--- config.mk ---
export PLATFORM = sky130hd
export DESIGN_NAME = block_check_calculator
export DESIGN_NICKNAME = d
export VERILOG_FILES = /design/src/bcc_pkg.sv /design/src/block_check_calculator.sv
export SDC_FILE = /design/constraint.sdc
export NUM_CORES = 1
export LEC_CHECK = 0
export ABC_AREA = 1
export BUFFER_PORTS_ARGS = -buffer_cell sky130_fd_sc_hd__buf_4
export CORE_MARGIN = 10
export CORE_UTILIZATION = 55
export DETAILED_ROUTE_END_ITERATION = 10
export GPL_ROUTABILITY_DRIVEN = 0
export PLACE_DENSITY = 0.84
export SYNTH_ARGS = -nofsm -noshare
export SYNTH_HDL_FRONTEND = slang
export SYNTH_SLANG_ARGS = --single-unit
--- constraint.sdc ---
create_clock -name mclk -period 4.7 [get_ports mclk]
set_input_delay 0.705 -clock mclk [delete_from_list [all_inputs] [get_ports mclk]]
set_output_delay 0.705 -clock mclk [all_outputs]
set_load 0.02 [all_outputs]
--- src/bcc_pkg.sv ---
// constants, register map, state record and check arithmetic for the block check calculator
// assumes one clock domain and a line receiver that hands over whole characters
package bcc_pkg;

  // register word index on the plain register port
  localparam logic [3:0] REG_CTRL   = 4'h0;
  localparam logic [3:0] REG_BEGIN  = 4'h1;
  localparam logic [3:0] REG_END    = 4'h2;
  localparam logic [3:0] REG_CODES  = 4'h3;
  localparam logic [3:0] REG_STATUS = 4'h4;
  localparam logic [3:0] REG_MASK   = 4'h5;
  localparam logic [3:0] REG_CALC   = 4'h6;
  localparam logic [3:0] REG_RECV   = 4'h7;

  // control field positions
  localparam int CTRL_MODE_POS = 0;
  localparam int CTRL_ALG_POS  = 1;
  localparam int CTRL_ODD_POS  = 4;
  localparam int CTRL_TRAN_POS = 5;

  // status and mask bit positions
  localparam int ST_PASS_POS = 0;
  localparam int ST_ERR_POS  = 1;

  // reset values
  localparam logic [31:0] CTRL_RST  = 32'h0000_0000;
  localparam logic [15:0] BEGIN_RST = 16'h0202;
  localparam logic [15:0] END_RST   = 16'h0303;
  localparam logic [7:0]  ITB_RST   = 8'h1f;
  localparam logic [7:0]  ESC_RST   = 8'h10;
  localparam logic [7:0]  SYNC_RST  = 8'h16;

  // check algorithms
  localparam logic [2:0] ALG_LRC   = 3'h0;
  localparam logic [2:0] ALG_CRC6  = 3'h1;
  localparam logic [2:0] ALG_CRC12 = 3'h2;
  localparam logic [2:0] ALG_CRC16 = 3'h3;
  localparam logic [2:0] ALG_CITT  = 3'h4;
  localparam logic [2:0] ALG_FCS16 = 3'h5;
  localparam logic [2:0] ALG_FCS32 = 3'h6;

  // bit reversed generator polynomials, data taken lsb first
  localparam logic [31:0] POLY_CRC6  = 32'h0000_0021;
  localparam logic [31:0] POLY_CRC12 = 32'h0000_0f01;
  localparam logic [31:0] POLY_CRC16 = 32'h0000_a001;
  localparam logic [31:0] POLY_CITT  = 32'h0000_8408;
  localparam logic [31:0] POLY_FCS32 = 32'hedb8_8320;
  localparam logic [31:0] FCS16_ONES = 32'h0000_ffff;
  localparam logic [31:0] FCS32_ONES = 32'hffff_ffff;
  localparam logic [31:0] LRC_MASK   = 32'h0000_00ff;

  typedef enum logic [1:0] {ST_IDLE, ST_OPEN, ST_CHECK, ST_FRAME} blk_state_t;

  typedef struct packed {
    logic       mode_flag;
    logic [2:0] alg;
    logic       longitudinal_parity_odd;
    logic       escape_transparency_setting;
  } ctrl_t;

  typedef struct packed {
    logic [7:0] begin0;
    logic [7:0] begin1;
    logic [7:0] end0;
    logic [7:0] end1;
    logic [7:0] itb;
    logic [7:0] escape_char_value;
    logic [7:0] sync;
  } codes_t;

  typedef struct packed {
    blk_state_t  st;
    logic        tr;
    logic        esc_pend;
    logic [2:0]  cnt;
    logic [31:0] acc;
    logic [31:0] win;
    ctrl_t       ctrl;
    codes_t      codes;
    logic [1:0]  status;
    logic [1:0]  mask;
    logic [31:0] calc;
    logic [31:0] recv;
    logic [31:0] rdata;
    logic        pass;
    logic        err;
  } state_t;

  // received character from the line receiver
  typedef struct packed {
    logic       valid;
    logic [7:0] data;
    logic       frame_start;
    logic       frame_end;
  } rx_t;

  function automatic logic [31:0] alg_init(input logic [2:0] alg);
    case (alg)
      ALG_FCS16: alg_init = FCS16_ONES;
      ALG_FCS32: alg_init = FCS32_ONES;
      default:   alg_init = 32'h0000_0000;
    endcase
  endfunction

  function automatic logic [2:0] alg_len(input logic [2:0] alg);
    case (alg)
      ALG_LRC, ALG_CRC6: alg_len = 3'h1;
      ALG_FCS32:         alg_len = 3'h4;
      default:           alg_len = 3'h2;
    endcase
  endfunction

  function automatic logic [31:0] alg_step(input logic [2:0] alg, input logic [31:0] c,
                                           input logic [7:0] d);
    logic [31:0] r;
    logic [31:0] p;
    logic        fb;
    r = c;
    case (alg)
      ALG_CRC6:  p = POLY_CRC6;
      ALG_CRC12: p = POLY_CRC12;
      ALG_CRC16: p = POLY_CRC16;
      ALG_FCS32: p = POLY_FCS32;
      default:   p = POLY_CITT;
    endcase
    if (alg == ALG_LRC)
      r = c ^ {24'h00_0000, d};
    else
      for (int i = 0; i < 8; i++)
      begin
        fb = r[0] ^ d[i];
        r  = r >> 1;
        if (fb)
          r = r ^ p;
      end
    alg_step = r;
  endfunction

  function automatic logic [31:0] alg_expect(input logic [2:0] alg, input logic odd,
                                             input logic [31:0] c);
    case (alg)
      ALG_LRC:   alg_expect = odd ? (~c & LRC_MASK) : (c & LRC_MASK);
      ALG_FCS16: alg_expect = ~c & FCS16_ONES;
      ALG_FCS32: alg_expect = ~c;
      default:   alg_expect = c;
    endcase
  endfunction

  // newest n characters of the window, first received in the low byte
  function automatic logic [31:0] win_take(input logic [31:0] w, input logic [2:0] n);
    case (n)
      3'h1:    win_take = {24'h00_0000, w[31:24]};
      3'h2:    win_take = {16'h0000, w[31:16]};
      3'h3:    win_take = {8'h00, w[31:8]};
      default: win_take = w;
    endcase
  endfunction

  // character about to leave the n newest of the window
  function automatic logic [7:0] win_old(input logic [31:0] w, input logic [2:0] n);
    case (n)
      3'h1:    win_old = w[31:24];
      3'h2:    win_old = w[23:16];
      3'h3:    win_old = w[15:8];
      default: win_old = w[7:0];
    endcase
  endfunction

endpackage

--- src/block_check_calculator.sv ---
// block check calculator: follows decoded characters, brackets blocks or frames,
// accumulates lrc, crc or fcs and compares against the received check characters
// assumes characters and frame markers arrive synchronous to mclk, one per cycle at most
//
// How it works
// in character mode a begin code opens a block and accumulation starts with the next char.
// in character mode an end code is accumulated and then accumulation stops.
// after an end code in an open block the following chars are taken as the check value.
// the intermediate block code closes accumulation exactly like an end code.
// in flag mode accumulation starts with the first char after flag synchronisation.
// in flag mode the chars just before the closing flag are the fcs, the rest is accumulated.
// transparent handling uses a programmable escape char and exists only in character mode.
// in transparent blocks escape plus begin opens, escape plus end closes, a lone end is data.
// escape chars are left out of the accumulation in transparent blocks.
// of two escapes back to back only the first is dropped, the second is data.
// a sync char right after an escape is dropped as well.
// a block opened by a begin code without escape runs as if transparency were off.
// longitudinal parity can be odd or even.
// crc types x6+x5+1, x12+x11+x3+x2+x+1, x16+x15+x2+1 and x16+x12+x5+1 are offered.
// flag mode offers 16 and 32 bit fcs with the register preset to all ones.
// each finished check gives an error pulse on mismatch and a pass pulse otherwise.
// the accumulator is preset at each block or frame start and chars outside are ignored.
`timescale 1ns/1ps

module block_check_calculator
  import bcc_pkg::*;
(
  // clock and reset
  input  wire logic          mclk,
  input  wire logic          rst_n,
  // decoded characters from the line receiver
  input  wire bcc_pkg::rx_t  rx,
  // register port
  input  wire logic [3:0]    reg_addr,
  input  wire logic [31:0]   reg_wdata,
  input  wire logic          reg_wr,
  input  wire logic          reg_rd,
  output logic      [31:0]   reg_rdata,
  // check results
  output logic               check_pass,
  output logic               check_error,
  output logic               irq
);

  import bcc_pkg::*;

  state_t s_q;
  state_t s_d;

  logic [2:0]  need;
  logic        is_begin;
  logic        is_end;
  logic        is_esc;
  logic        is_sync;
  logic        tr_on;
  logic [31:0] win_nx;

  assign need     = alg_len(s_q.ctrl.alg);
  assign is_begin = (rx.data == s_q.codes.begin0) || (rx.data == s_q.codes.begin1);
  assign is_end   = (rx.data == s_q.codes.end0) || (rx.data == s_q.codes.end1)
                    || (rx.data == s_q.codes.itb);
  assign is_esc   = rx.data == s_q.codes.escape_char_value;
  assign is_sync  = rx.data == s_q.codes.sync;
  assign tr_on    = s_q.ctrl.escape_transparency_setting && !s_q.ctrl.mode_flag;
  assign win_nx   = {rx.data, s_q.win[31:8]};

  always_comb
  begin
    logic [31:0] expv;
    logic [31:0] gotv;
    logic        ev_pass;
    logic        ev_err;
    logic [1:0]  clr;
    expv    = alg_expect(s_q.ctrl.alg, s_q.ctrl.longitudinal_parity_odd, s_q.acc);
    gotv    = win_take(win_nx, need);
    ev_pass = 1'b0;
    ev_err  = 1'b0;
    clr     = 2'h0;
    s_d       = s_q;
    s_d.pass  = 1'b0;
    s_d.err   = 1'b0;
    s_d.rdata = 32'h0000_0000;

    case (s_q.st)
      ST_IDLE:
      begin
        if (s_q.ctrl.mode_flag)
          s_d.esc_pend = 1'b0;
        else if (rx.valid)
        begin
          if (is_begin)
          begin
            s_d.st       = ST_OPEN;
            s_d.acc      = alg_init(s_q.ctrl.alg);
            s_d.tr       = tr_on && s_q.esc_pend;
            s_d.esc_pend = 1'b0;
          end
          else
            s_d.esc_pend = tr_on && is_esc && !s_q.esc_pend;
        end
      end
      ST_OPEN:
      begin
        if (rx.valid)
        begin
          if (!s_q.tr)
          begin
            s_d.acc = alg_step(s_q.ctrl.alg, s_q.acc, rx.data);
            if (is_end)
            begin
              s_d.st  = ST_CHECK;
              s_d.cnt = 3'h0;
            end
          end
          else if (!s_q.esc_pend)
          begin
            if (is_esc)
              s_d.esc_pend = 1'b1;
            else
              s_d.acc = alg_step(s_q.ctrl.alg, s_q.acc, rx.data);
          end
          else
          begin
            s_d.esc_pend = 1'b0;
            if (is_esc)
              s_d.acc = alg_step(s_q.ctrl.alg, s_q.acc, rx.data);
            else if (!is_sync)
            begin
              s_d.acc = alg_step(s_q.ctrl.alg, s_q.acc, rx.data);
              if (is_end)
              begin
                s_d.st  = ST_CHECK;
                s_d.cnt = 3'h0;
              end
            end
          end
        end
      end
      ST_CHECK:
      begin
        if (rx.valid)
        begin
          s_d.win = win_nx;
          s_d.cnt = s_q.cnt + 3'h1;
          if (s_q.cnt + 3'h1 == need)
          begin
            s_d.st   = ST_IDLE;
            s_d.tr   = 1'b0;
            s_d.calc = expv;
            s_d.recv = gotv;
            ev_pass  = expv == gotv;
            ev_err   = expv != gotv;
          end
        end
      end
      ST_FRAME:
      begin
        if (rx.frame_end)
        begin
          s_d.st   = ST_IDLE;
          s_d.calc = expv;
          s_d.recv = win_take(s_q.win, need);
          ev_pass  = (s_q.cnt == need) && (expv == win_take(s_q.win, need));
          ev_err   = !ev_pass;
        end
        else if (rx.valid)
        begin
          s_d.win = win_nx;
          if (s_q.cnt == need)
            s_d.acc = alg_step(s_q.ctrl.alg, s_q.acc, win_old(s_q.win, need));
          else
            s_d.cnt = s_q.cnt + 3'h1;
        end
      end
      default:
        s_d.st = ST_IDLE;
    endcase

    // a frame start restarts the frame when in flag mode, unless a control write in the same cycle returns to idle
    if (s_q.ctrl.mode_flag && rx.frame_start)
    begin
      s_d.st  = ST_FRAME;
      s_d.acc = alg_init(s_q.ctrl.alg);
      s_d.cnt = 3'h0;
      s_d.win = 32'h0000_0000;
      s_d.tr  = 1'b0;
    end

    s_d.pass = ev_pass;
    s_d.err  = ev_err;

    // register writes
    if (reg_wr)
    begin
      case (reg_addr)
        REG_CTRL:
        begin
          s_d.ctrl.mode_flag                   = reg_wdata[CTRL_MODE_POS];
          s_d.ctrl.alg                         = reg_wdata[CTRL_ALG_POS +: 3];
          s_d.ctrl.longitudinal_parity_odd     = reg_wdata[CTRL_ODD_POS];
          s_d.ctrl.escape_transparency_setting = reg_wdata[CTRL_TRAN_POS];
          s_d.st       = ST_IDLE;
          s_d.esc_pend = 1'b0;
          s_d.tr       = 1'b0;
        end
        REG_BEGIN:
        begin
          s_d.codes.begin0 = reg_wdata[7:0];
          s_d.codes.begin1 = reg_wdata[15:8];
        end
        REG_END:
        begin
          s_d.codes.end0 = reg_wdata[7:0];
          s_d.codes.end1 = reg_wdata[15:8];
        end
        REG_CODES:
        begin
          s_d.codes.itb               = reg_wdata[7:0];
          s_d.codes.escape_char_value = reg_wdata[15:8];
          s_d.codes.sync              = reg_wdata[23:16];
        end
        REG_STATUS:
          clr = reg_wdata[1:0];
        REG_MASK:
          s_d.mask = reg_wdata[1:0];
        default:
          s_d.mask = s_q.mask;
      endcase
    end

    // sticky status, a new event wins over a clear in the same cycle
    s_d.status[ST_PASS_POS] = (s_q.status[ST_PASS_POS] && !clr[ST_PASS_POS]) || ev_pass;
    s_d.status[ST_ERR_POS]  = (s_q.status[ST_ERR_POS] && !clr[ST_ERR_POS]) || ev_err;

    // register reads, data in the following cycle
    if (reg_rd)
    begin
      case (reg_addr)
        REG_CTRL:   s_d.rdata = {26'h000_0000, s_q.ctrl.escape_transparency_setting,
                                 s_q.ctrl.longitudinal_parity_odd, s_q.ctrl.alg,
                                 s_q.ctrl.mode_flag};
        REG_BEGIN:  s_d.rdata = {16'h0000, s_q.codes.begin1, s_q.codes.begin0};
        REG_END:    s_d.rdata = {16'h0000, s_q.codes.end1, s_q.codes.end0};
        REG_CODES:  s_d.rdata = {8'h00, s_q.codes.sync, s_q.codes.escape_char_value,
                                 s_q.codes.itb};
        REG_STATUS: s_d.rdata = {30'h0000_0000, s_q.status};
        REG_MASK:   s_d.rdata = {30'h0000_0000, s_q.mask};
        REG_CALC:   s_d.rdata = s_q.calc;
        REG_RECV:   s_d.rdata = s_q.recv;
        default:    s_d.rdata = 32'h0000_0000;
      endcase
    end
  end

  always_ff @(posedge mclk)
  begin
    if (!rst_n)
    begin
      s_q          <= '0;
      s_q.st       <= ST_IDLE;
      s_q.ctrl     <= ctrl_t'(CTRL_RST[5:0]);
      s_q.codes    <= {BEGIN_RST, END_RST, ITB_RST, ESC_RST, SYNC_RST};
    end
    else
      s_q <= s_d;
  end

  assign reg_rdata   = s_q.rdata;
  assign check_pass  = s_q.pass;
  assign check_error = s_q.err;
  assign irq         = |(s_q.status & s_q.mask);
endmodule // block_check_calculator

# --- Yosys cells after proc, flatten, opt, wreduce, memory -nomap -nowiden ---
# Cells that the tools add are included.
totals:
  in_bits: 51
  ff_bits: 235
  output_inout_bits: 35
  elab_cells: 531
classes:
  n_addsub: 1
  n_mux: 338
  n_bitwise: 82
  eq_ne: 49
  reduce_logical: 37
ops:
  columns: ["op", "count"]
  rows:
  - ["two-way mux 32 bit", 274]
  - ["bitwise XOR 31 x 32 -> 32 bit", 40]
  - ["one-hot mux 32 bit (3 select lines)", 4]
  - ["two-way mux 64 bit", 4]
  - ["one-hot mux 32 bit (8 select lines)", 1]
  - ["two-way mux 67 bit", 2]
  - ["one-hot mux 32 bit (2 select lines)", 2]
  - ["one-hot mux 32 bit (4 select lines)", 1]
  - ["one-hot mux 64 bit (2 select lines)", 1]
  - ["two-way mux 35 bit", 2]
  - ["equality test 32 bit", 2]
  - ["bitwise XOR 32 x 8 -> 32 bit", 2]
  - ["equality test 8 bit", 7]
  - ["two-way mux 8 bit", 5]
  - ["bitwise XOR 1 bit", 37]
  - ["two-way mux 36 bit", 1]
  - ["inequality test 32 bit", 1]
  - ["inverter 32 bit", 1]
  - ["two-way mux 3 bit", 10]
  - ["inequality test 3 bit (second input constant)", 10]
  - ["one-hot mux 8 bit (3 select lines)", 1]
  - ["two-way mux 2 bit", 9]
  - ["equality test 4 x 3 -> 1 bit (second input constant)", 4]
  - ["inequality test 2 bit (second input constant)", 7]
  - ["33 further kinds", 79]

# --- Longest topological paths before layout ---
logic_depth:
  word_depth: 82
  depth_mapped: 32
  ltp_nobuf: 31

# --- Worst setup path after synthesis ---
# OpenSTA, ideal clock, no wires.
synth_timing:
  path_kind: "input-to-reg"
  startpoint: "input rx[5] (netlist name)"
  endpoint: "register s_q[218] (netlist name)"
  n_path_buf: 2
  t_arrival_ps: 3374
  setup_time_ps: 128
  setup_slack_ps: 1198
  t_required_ps: 4572
  path_stages: 15
  path_cell_list: "clkbuf_1 -> inv_1 -> nand2_1 -> nand4_1 -> a2111oi_0 -> nor2_1 -> nand2_1 -> a21oi_1 -> o21ai_0 -> a21oi_1 -> a31oi_1 -> inv_1 -> a21oi_1 -> clkbuf_1 -> a21oi_1"
synth_between:
  elab_chain_len: 46
  word_cells_on_any_way: 169
  cone_classes: "eq/ne (7); mux (124); bitwise (36); reduce/logical (2)"
synth_rtl:
  columns: ["element", "line_no", "rtl"]
  rows:
  - ["start: declaration", "block_check_calculator.sv:32", "input wire bcc_pkg::rx_t rx,"]
  - ["bitwise XOR 1 bit", "bcc_pkg.sv:131", "fb = r[0] ^ d[i];"]
  - ["two-way mux 32 bit", "bcc_pkg.sv:133", "if (fb)"]
  - ["two-way mux 32 bit", "bcc_pkg.sv:126", "if (alg == ALG_LRC)"]
  - ["two-way mux 32 bit", "block_check_calculator.sv:127", "else if (!is_sync)"]
  - ["two-way mux 32 bit", "block_check_calculator.sv:125", "if (is_esc)"]
  - ["two-way mux 32 bit", "block_check_calculator.sv:115", "else if (!s_q.esc_pend)"]
  - ["two-way mux 32 bit", "block_check_calculator.sv:106", "if (!s_q.tr)"]
  - ["two-way mux 32 bit", "block_check_calculator.sv:104", "if (rx.valid)"]
  - ["(+30 left out)", null, null]
  - ["two-way mux 32 bit", "bcc_pkg.sv:126", null]
  - ["two-way mux 35 bit", "block_check_calculator.sv:127", null]
  - ["two-way mux 32 bit", "block_check_calculator.sv:125", null]
  - ["two-way mux 32 bit", "block_check_calculator.sv:115", null]
  - ["two-way mux 35 bit", "block_check_calculator.sv:106", null]
  - ["two-way mux 36 bit", "block_check_calculator.sv:104", null]
  - ["one-hot mux 32 bit (3 select lines)", "block_check_calculator.sv:84", "case (s_q.st)"]
  - ["two-way mux 64 bit", "block_check_calculator.sv:180", "if (s_q.ctrl.mode_flag && rx.frame_start)"]
  - ["end: declaration", "block_check_calculator.sv:47", "state_t s_q;"]
# Several ways; a longest one is shown, not always the timed one. The select of a mux whose other input is x is not followed.
# A chain may end at the register's enable or synchronous reset.

# --- Final worst setup path ---
layout_timing:
  startpoint: "register s_q[162] (netlist name)"
  endpoint: "register s_q[206] (netlist name)"
layout_between:
  elab_chain_len: 81
  word_cells_on_any_way: 375
  cone_classes: "eq/ne (10); mux (286); bitwise (76); reduce/logical (3)"
layout_rtl:
  columns: ["element", "line_no", "rtl"]
  rows:
  - ["equality test 3 bit (tied with other cells)", "bcc_pkg.sv:98, bcc_pkg.sv:106, bcc_pkg.sv:119", null]
  - ["one-hot mux 32 bit (4 select lines)", "bcc_pkg.sv:119", "case (alg)"]
  - ["two-way mux 32 bit", "block_check_calculator.sv:127", null]
  - ["two-way mux 32 bit", "block_check_calculator.sv:125", null]
  - ["two-way mux 32 bit", "block_check_calculator.sv:115", null]
  - ["two-way mux 32 bit", "block_check_calculator.sv:106", null]
  - ["two-way mux 32 bit", "block_check_calculator.sv:104", null]
  - ["two-way mux 32 bit", "block_check_calculator.sv:84", null]
  - ["(+65 left out)", null, null]
  - ["two-way mux 32 bit", "bcc_pkg.sv:126", null]
  - ["two-way mux 35 bit", "block_check_calculator.sv:127", null]
  - ["two-way mux 32 bit", "block_check_calculator.sv:125", null]
  - ["two-way mux 32 bit", "block_check_calculator.sv:115", null]
  - ["two-way mux 35 bit", "block_check_calculator.sv:106", null]
  - ["two-way mux 36 bit", "block_check_calculator.sv:104", null]
  - ["one-hot mux 32 bit (3 select lines)", "block_check_calculator.sv:84", null]
  - ["two-way mux 64 bit", "block_check_calculator.sv:180", null]
# Several ways; a longest one is shown, not always the timed one. The select of a mux whose other input is x is not followed.

==> summary.md <==
| Metric | Value |
|---|---|
| Status | finished clean |
| R2R Path Start | s_q[162]$_SDFFE_PN0P_ |
| Delay of the slowest critical-path stage | 0.46 ns |
| Die area | 37400 um^2 |
| Clock Path Buffers | 3 |
| Critical Path Most Common Cell | nand2_1 |
| Fmax | 222.8 MHz |
| Post-synthesis async set-or-reset flop share | 0% |
| Top cells by area, synth | dfxtp_1 (28%), nand2_1 (16%), o21ai_0 (9.5%) |
| PwrDens | 262.7 nW/um^2 |
| Worst EP arrival | 4.89 ns |
| Nature of the critical path endpoint | flip-flop |
| Initial Utilization | 55.78% |
| Minimum clock period | 4.487 ns |
| Final WS setup | 0.2126 ns |
| Capture point of the worst path | s_q[206]$_SDFFE_PN0P_ |
| Post-CTS Hold Fix Bufs | 0 |
| CP Depth | 27 |
| Least-Margin Pin Slew | 1.167 ns |
| Unique masters post-synth | 62 |
| Peak VDD IR | 0.2865 mV |
| Port Buffers | 77 |
| First DRT Iteration DRCs | 3231 |
| Crit path from | s_q[162]$_SDFFE_PN0P_ |
| Gate Count Post-Synth | 2630 |
| Core region area | 29640 um^2 |
| Worst reg2reg setup slack | 0.21 ns |
| Worst Hold Class | input port to flip-flop |
| Top-area cell type share of the netlist area | 28.45% |
| Syn Std Cell Area | 16530 um^2 |
| Crit Path Class | flip-flop to flip-flop |
| Yosys reg bits | 235 |
| CP delay by family, top | simple AND/OR/NAND/NOR gates |
| Global-route wire length before repair | 93.21 mm |
| Clock Tree Root | clkbuf_16 |
| Final ANT Viol Nets | 0 |
| Syn avg cell area | 6.286 um^2 |
| Gr ovfl total | 0 |
| CTS tree | yes |
| Net Switching | 1.385 mW |
| GRT Total Usage | 29.87% |
| Pleak | 7.279 nW |
| Pre-CTS setup slack | 0.3059 ns |
| Ys Warns | 0 |
| Vias | 19160 |
| Vias per cell | 6.330 |
| CTS Buf Count | 25 |
| FF-to-FF End | s_q[206]$_SDFFE_PN0P_ |
| Predominant post-synthesis flop cell | dfxtp_1 |
| Path depth of the worst reg2reg path | 27 |
| H-tree levels | 1 |
| Max-cap violations | 0 |
| Row cnt | 63 |
| CTS clk-pin slew, worst paths | 0.06 ns |
| Final setup viols | 0 |
| Clk sink count | 235 |
| Largest net degree at the start of global routing | 131 |
| Clock Skews | 0.02708 ns |
| Area grow syn2layout | 9.180% |
| Critical Path Slowest Stage Cell | dfxtp_2 |
| CP max FO | 18 |
| DRC Markers | 0 |
| Internal power | 3.357 mW |
| Clock group share of total power | 40.9% |
| DP HPWL | 43.76 mm |
| DRT Pass-1 Iters | 8 |
| Ports | 86 |
| Sw Share | 29.21% |
| Vias in the first global route | 17520 |
| Post-CTS Setup Inserts | 0 |
| Synth area leader | dfxtp_1 |
| Initial antenna violation count | 2 |
| Sequential fraction of the synthesis area | 28.45% |
| Post-Route WL | 60.55 mm |
| Die X | 193.4 um |
| Slew HR | 22.17% |
| Number of synthesized flops with an enable pin | 0 |
| CP required | 5.10 ns |
| Slew Limit Fails | 0 |
| Final Cycle Share | 95.48% |
| Share of cells above drive strength 1 | 9.332% |
| Comb power frac | 16.3% |
| Design Power | 4.743 mW |
| Mapped Nets | 2682 |
| Worst-Skew Late Latency | 0.54 ns |
| Routed len/inst | 20.00 um |
| Endpoints failing hold | 0 |
| Worst setup SP type | flip-flop |
| Die H | 193.4 um |
| Final-stage net count | 2673 |
| CP bufs+invs | 5 |
| Power share of the sequential group | 42.8% |
routing by layer:
| metal | wire, um | share of wire, % | vias to the layer above | track usage (%) |
|---|---|---|---|---|
| met1 | 21500 | 36 | 8711 | 37.14 |
| met2 | 25970 | 43 | 1461 | 46.07 |
| met4 | 4216 | 7.0 | 2 | 17.02 |
| li1 | - | - | 8607 | - |
| met3 | 8856 | 15 | 379 | 7.538 |
| met5 | 11 | 0.018 | - | 0 |
cell usage after synthesis, types with 2 or more instances:
| cell | count |
|---|---|
| nor3_1 | 14 |
| xnor2_1 | 76 |
| o21a_1 | 6 |
| a2111oi_0 | 3 |
| dfxtp_1 | 235 |
| clkinv_1 | 4 |
| a22oi_1 | 4 |
| buf_1 | 7 |
| o21ai_4 | 2 |
| o31ai_1 | 4 |
| o221ai_1 | 9 |
| or2_2 | 12 |
| buf_2 | 16 |
| a221oi_1 | 5 |
| nor4_1 | 10 |
| o2111ai_1 | 7 |
| xor2_1 | 114 |
| o32ai_1 | 2 |
| nand3_2 | 3 |
| a31oi_1 | 31 |
| nand4_1 | 31 |
| a211oi_1 | 18 |
| o21ai_2 | 6 |
| buf_6 | 2 |
| o21ai_0 | 315 |
| a21oi_1 | 212 |
| o22ai_1 | 25 |
| o2111a_1 | 2 |
| nand3_1 | 97 |
| inv_1 | 218 |
| inv_2 | 17 |
| buf_4 | 37 |
| nor2_1 | 178 |
| clkbuf_1 | 111 |
| o21bai_1 | 5 |
| o21ai_1 | 17 |
| nand3b_1 | 5 |
| o211ai_1 | 14 |
| nand2_4 | 7 |
| nand2_2 | 6 |
| nor2_4 | 2 |
| nand2_1 | 721 |
worst min path at each step:
stage                                     from                  endpoint  slack, ns  cells after the start
final                            reg_wdata[17]     s_q[103]$_SDFFE_PN1P_       0.39                      3
after global routing             reg_wdata[17]     s_q[103]$_SDFFE_PN1P_       0.39                      3
after CTS                        reg_wdata[17]     s_q[103]$_SDFFE_PN1P_       0.39                      3
after detailed placement  s_q[63]$_SDFFE_PN0P_  reg_rdata[29]$_SDFF_PN0_       0.45                      2
after global placement    s_q[87]$_SDFFE_PN0P_      s_q[87]$_SDFFE_PN0P_       0.44                      2
after floorplan           s_q[67]$_SDFFE_PN0P_      s_q[67]$_SDFFE_PN0P_       0.43                      2
metrics by stage:
stage	cells	cell area (um^2)	setup TNS, ns	utilization [%]	hold slack [ns]
6_report	3027	18050	0	60.90	0.3880
5_1_grt	3026	18050	-0.02758	60.90	0.3896
4_1_cts	3026	18030	0	60.82	0.3878
3_5_place_dp	2984	17240	0	58.16	0.4471
3_3_place_gp	2984	17240	0	58.16	0.4416
2_1_floorplan	2630	16530	0	-	0.4297
what timing repair did:
action                                 CTS  global route
gates resized for setup                  0             5
setup endpoints to repair                0            22
endpoints found under the hold margin    0             0
cell type report:
class	instances	area (um^2)
fill	2709	11590
multi-input combinational	1981	10120
sequential	235	4706
timing repair buffer	137	1032
inverter	241	914.6
clock buffer	32	701.9
tap	390	488.0
clock inverter	10	88.84
antenna	1	2.502
power groups by stage:
| stage | combinational, mW | sequential (mW) | clock (mW) |
|---|---|---|---|
| CTS | 0.734 | 2.03 | 1.92 |
| global route | 0.826 | 2.03 | 2.02 |
| finish | 0.773 | 2.03 | 1.94 |
| floorplan | 0.519 | 2.07 | 0 |
| detailed placement | 0.730 | 2.07 | 0 |
| global placement | 0.709 | 2.07 | 0 |
worst min-delay path, cell delays in order:
cell	delay, ns
buf_4	0.08
nand2_1	0.04
nand3_1	0.06
sequential cells by signal, indices dropped and copies added (netlist names):
register	cells
s_q	201
reg_rdata	32
check_error	1
check_pass	1
layout by cell type, fill, tap and decap left out, types with 18 or more instances in the layout:
cell type and n:
a211oi_1 18, a21oi_1 212, a31oi_1 31, buf_4 136
clkbuf_16 25, dfxtp_1 234, inv_1 217, inv_2 18
nand2_1 721, nand3_1 96, nand4_1 31, nor2_1 176
o21ai_0 315, o22ai_1 25, xnor2_1 76, xor2_1 114
cells by family (layout without fill, tap and decap cells):
family	count (synthesis)	after routing	share of synthesized area, %
compound gates	694	694	23.29
xor+xnor	191	191	10.16
fa+ha+maj	1	1	0.07567
buf+inv	414	420	10.49
flops	235	235	28.45
mux	1	1	0.06054
other cells	0	1	0
simple gates	1094	1094	27.46
Note: power is estimated with default switching activity, not from simulation.
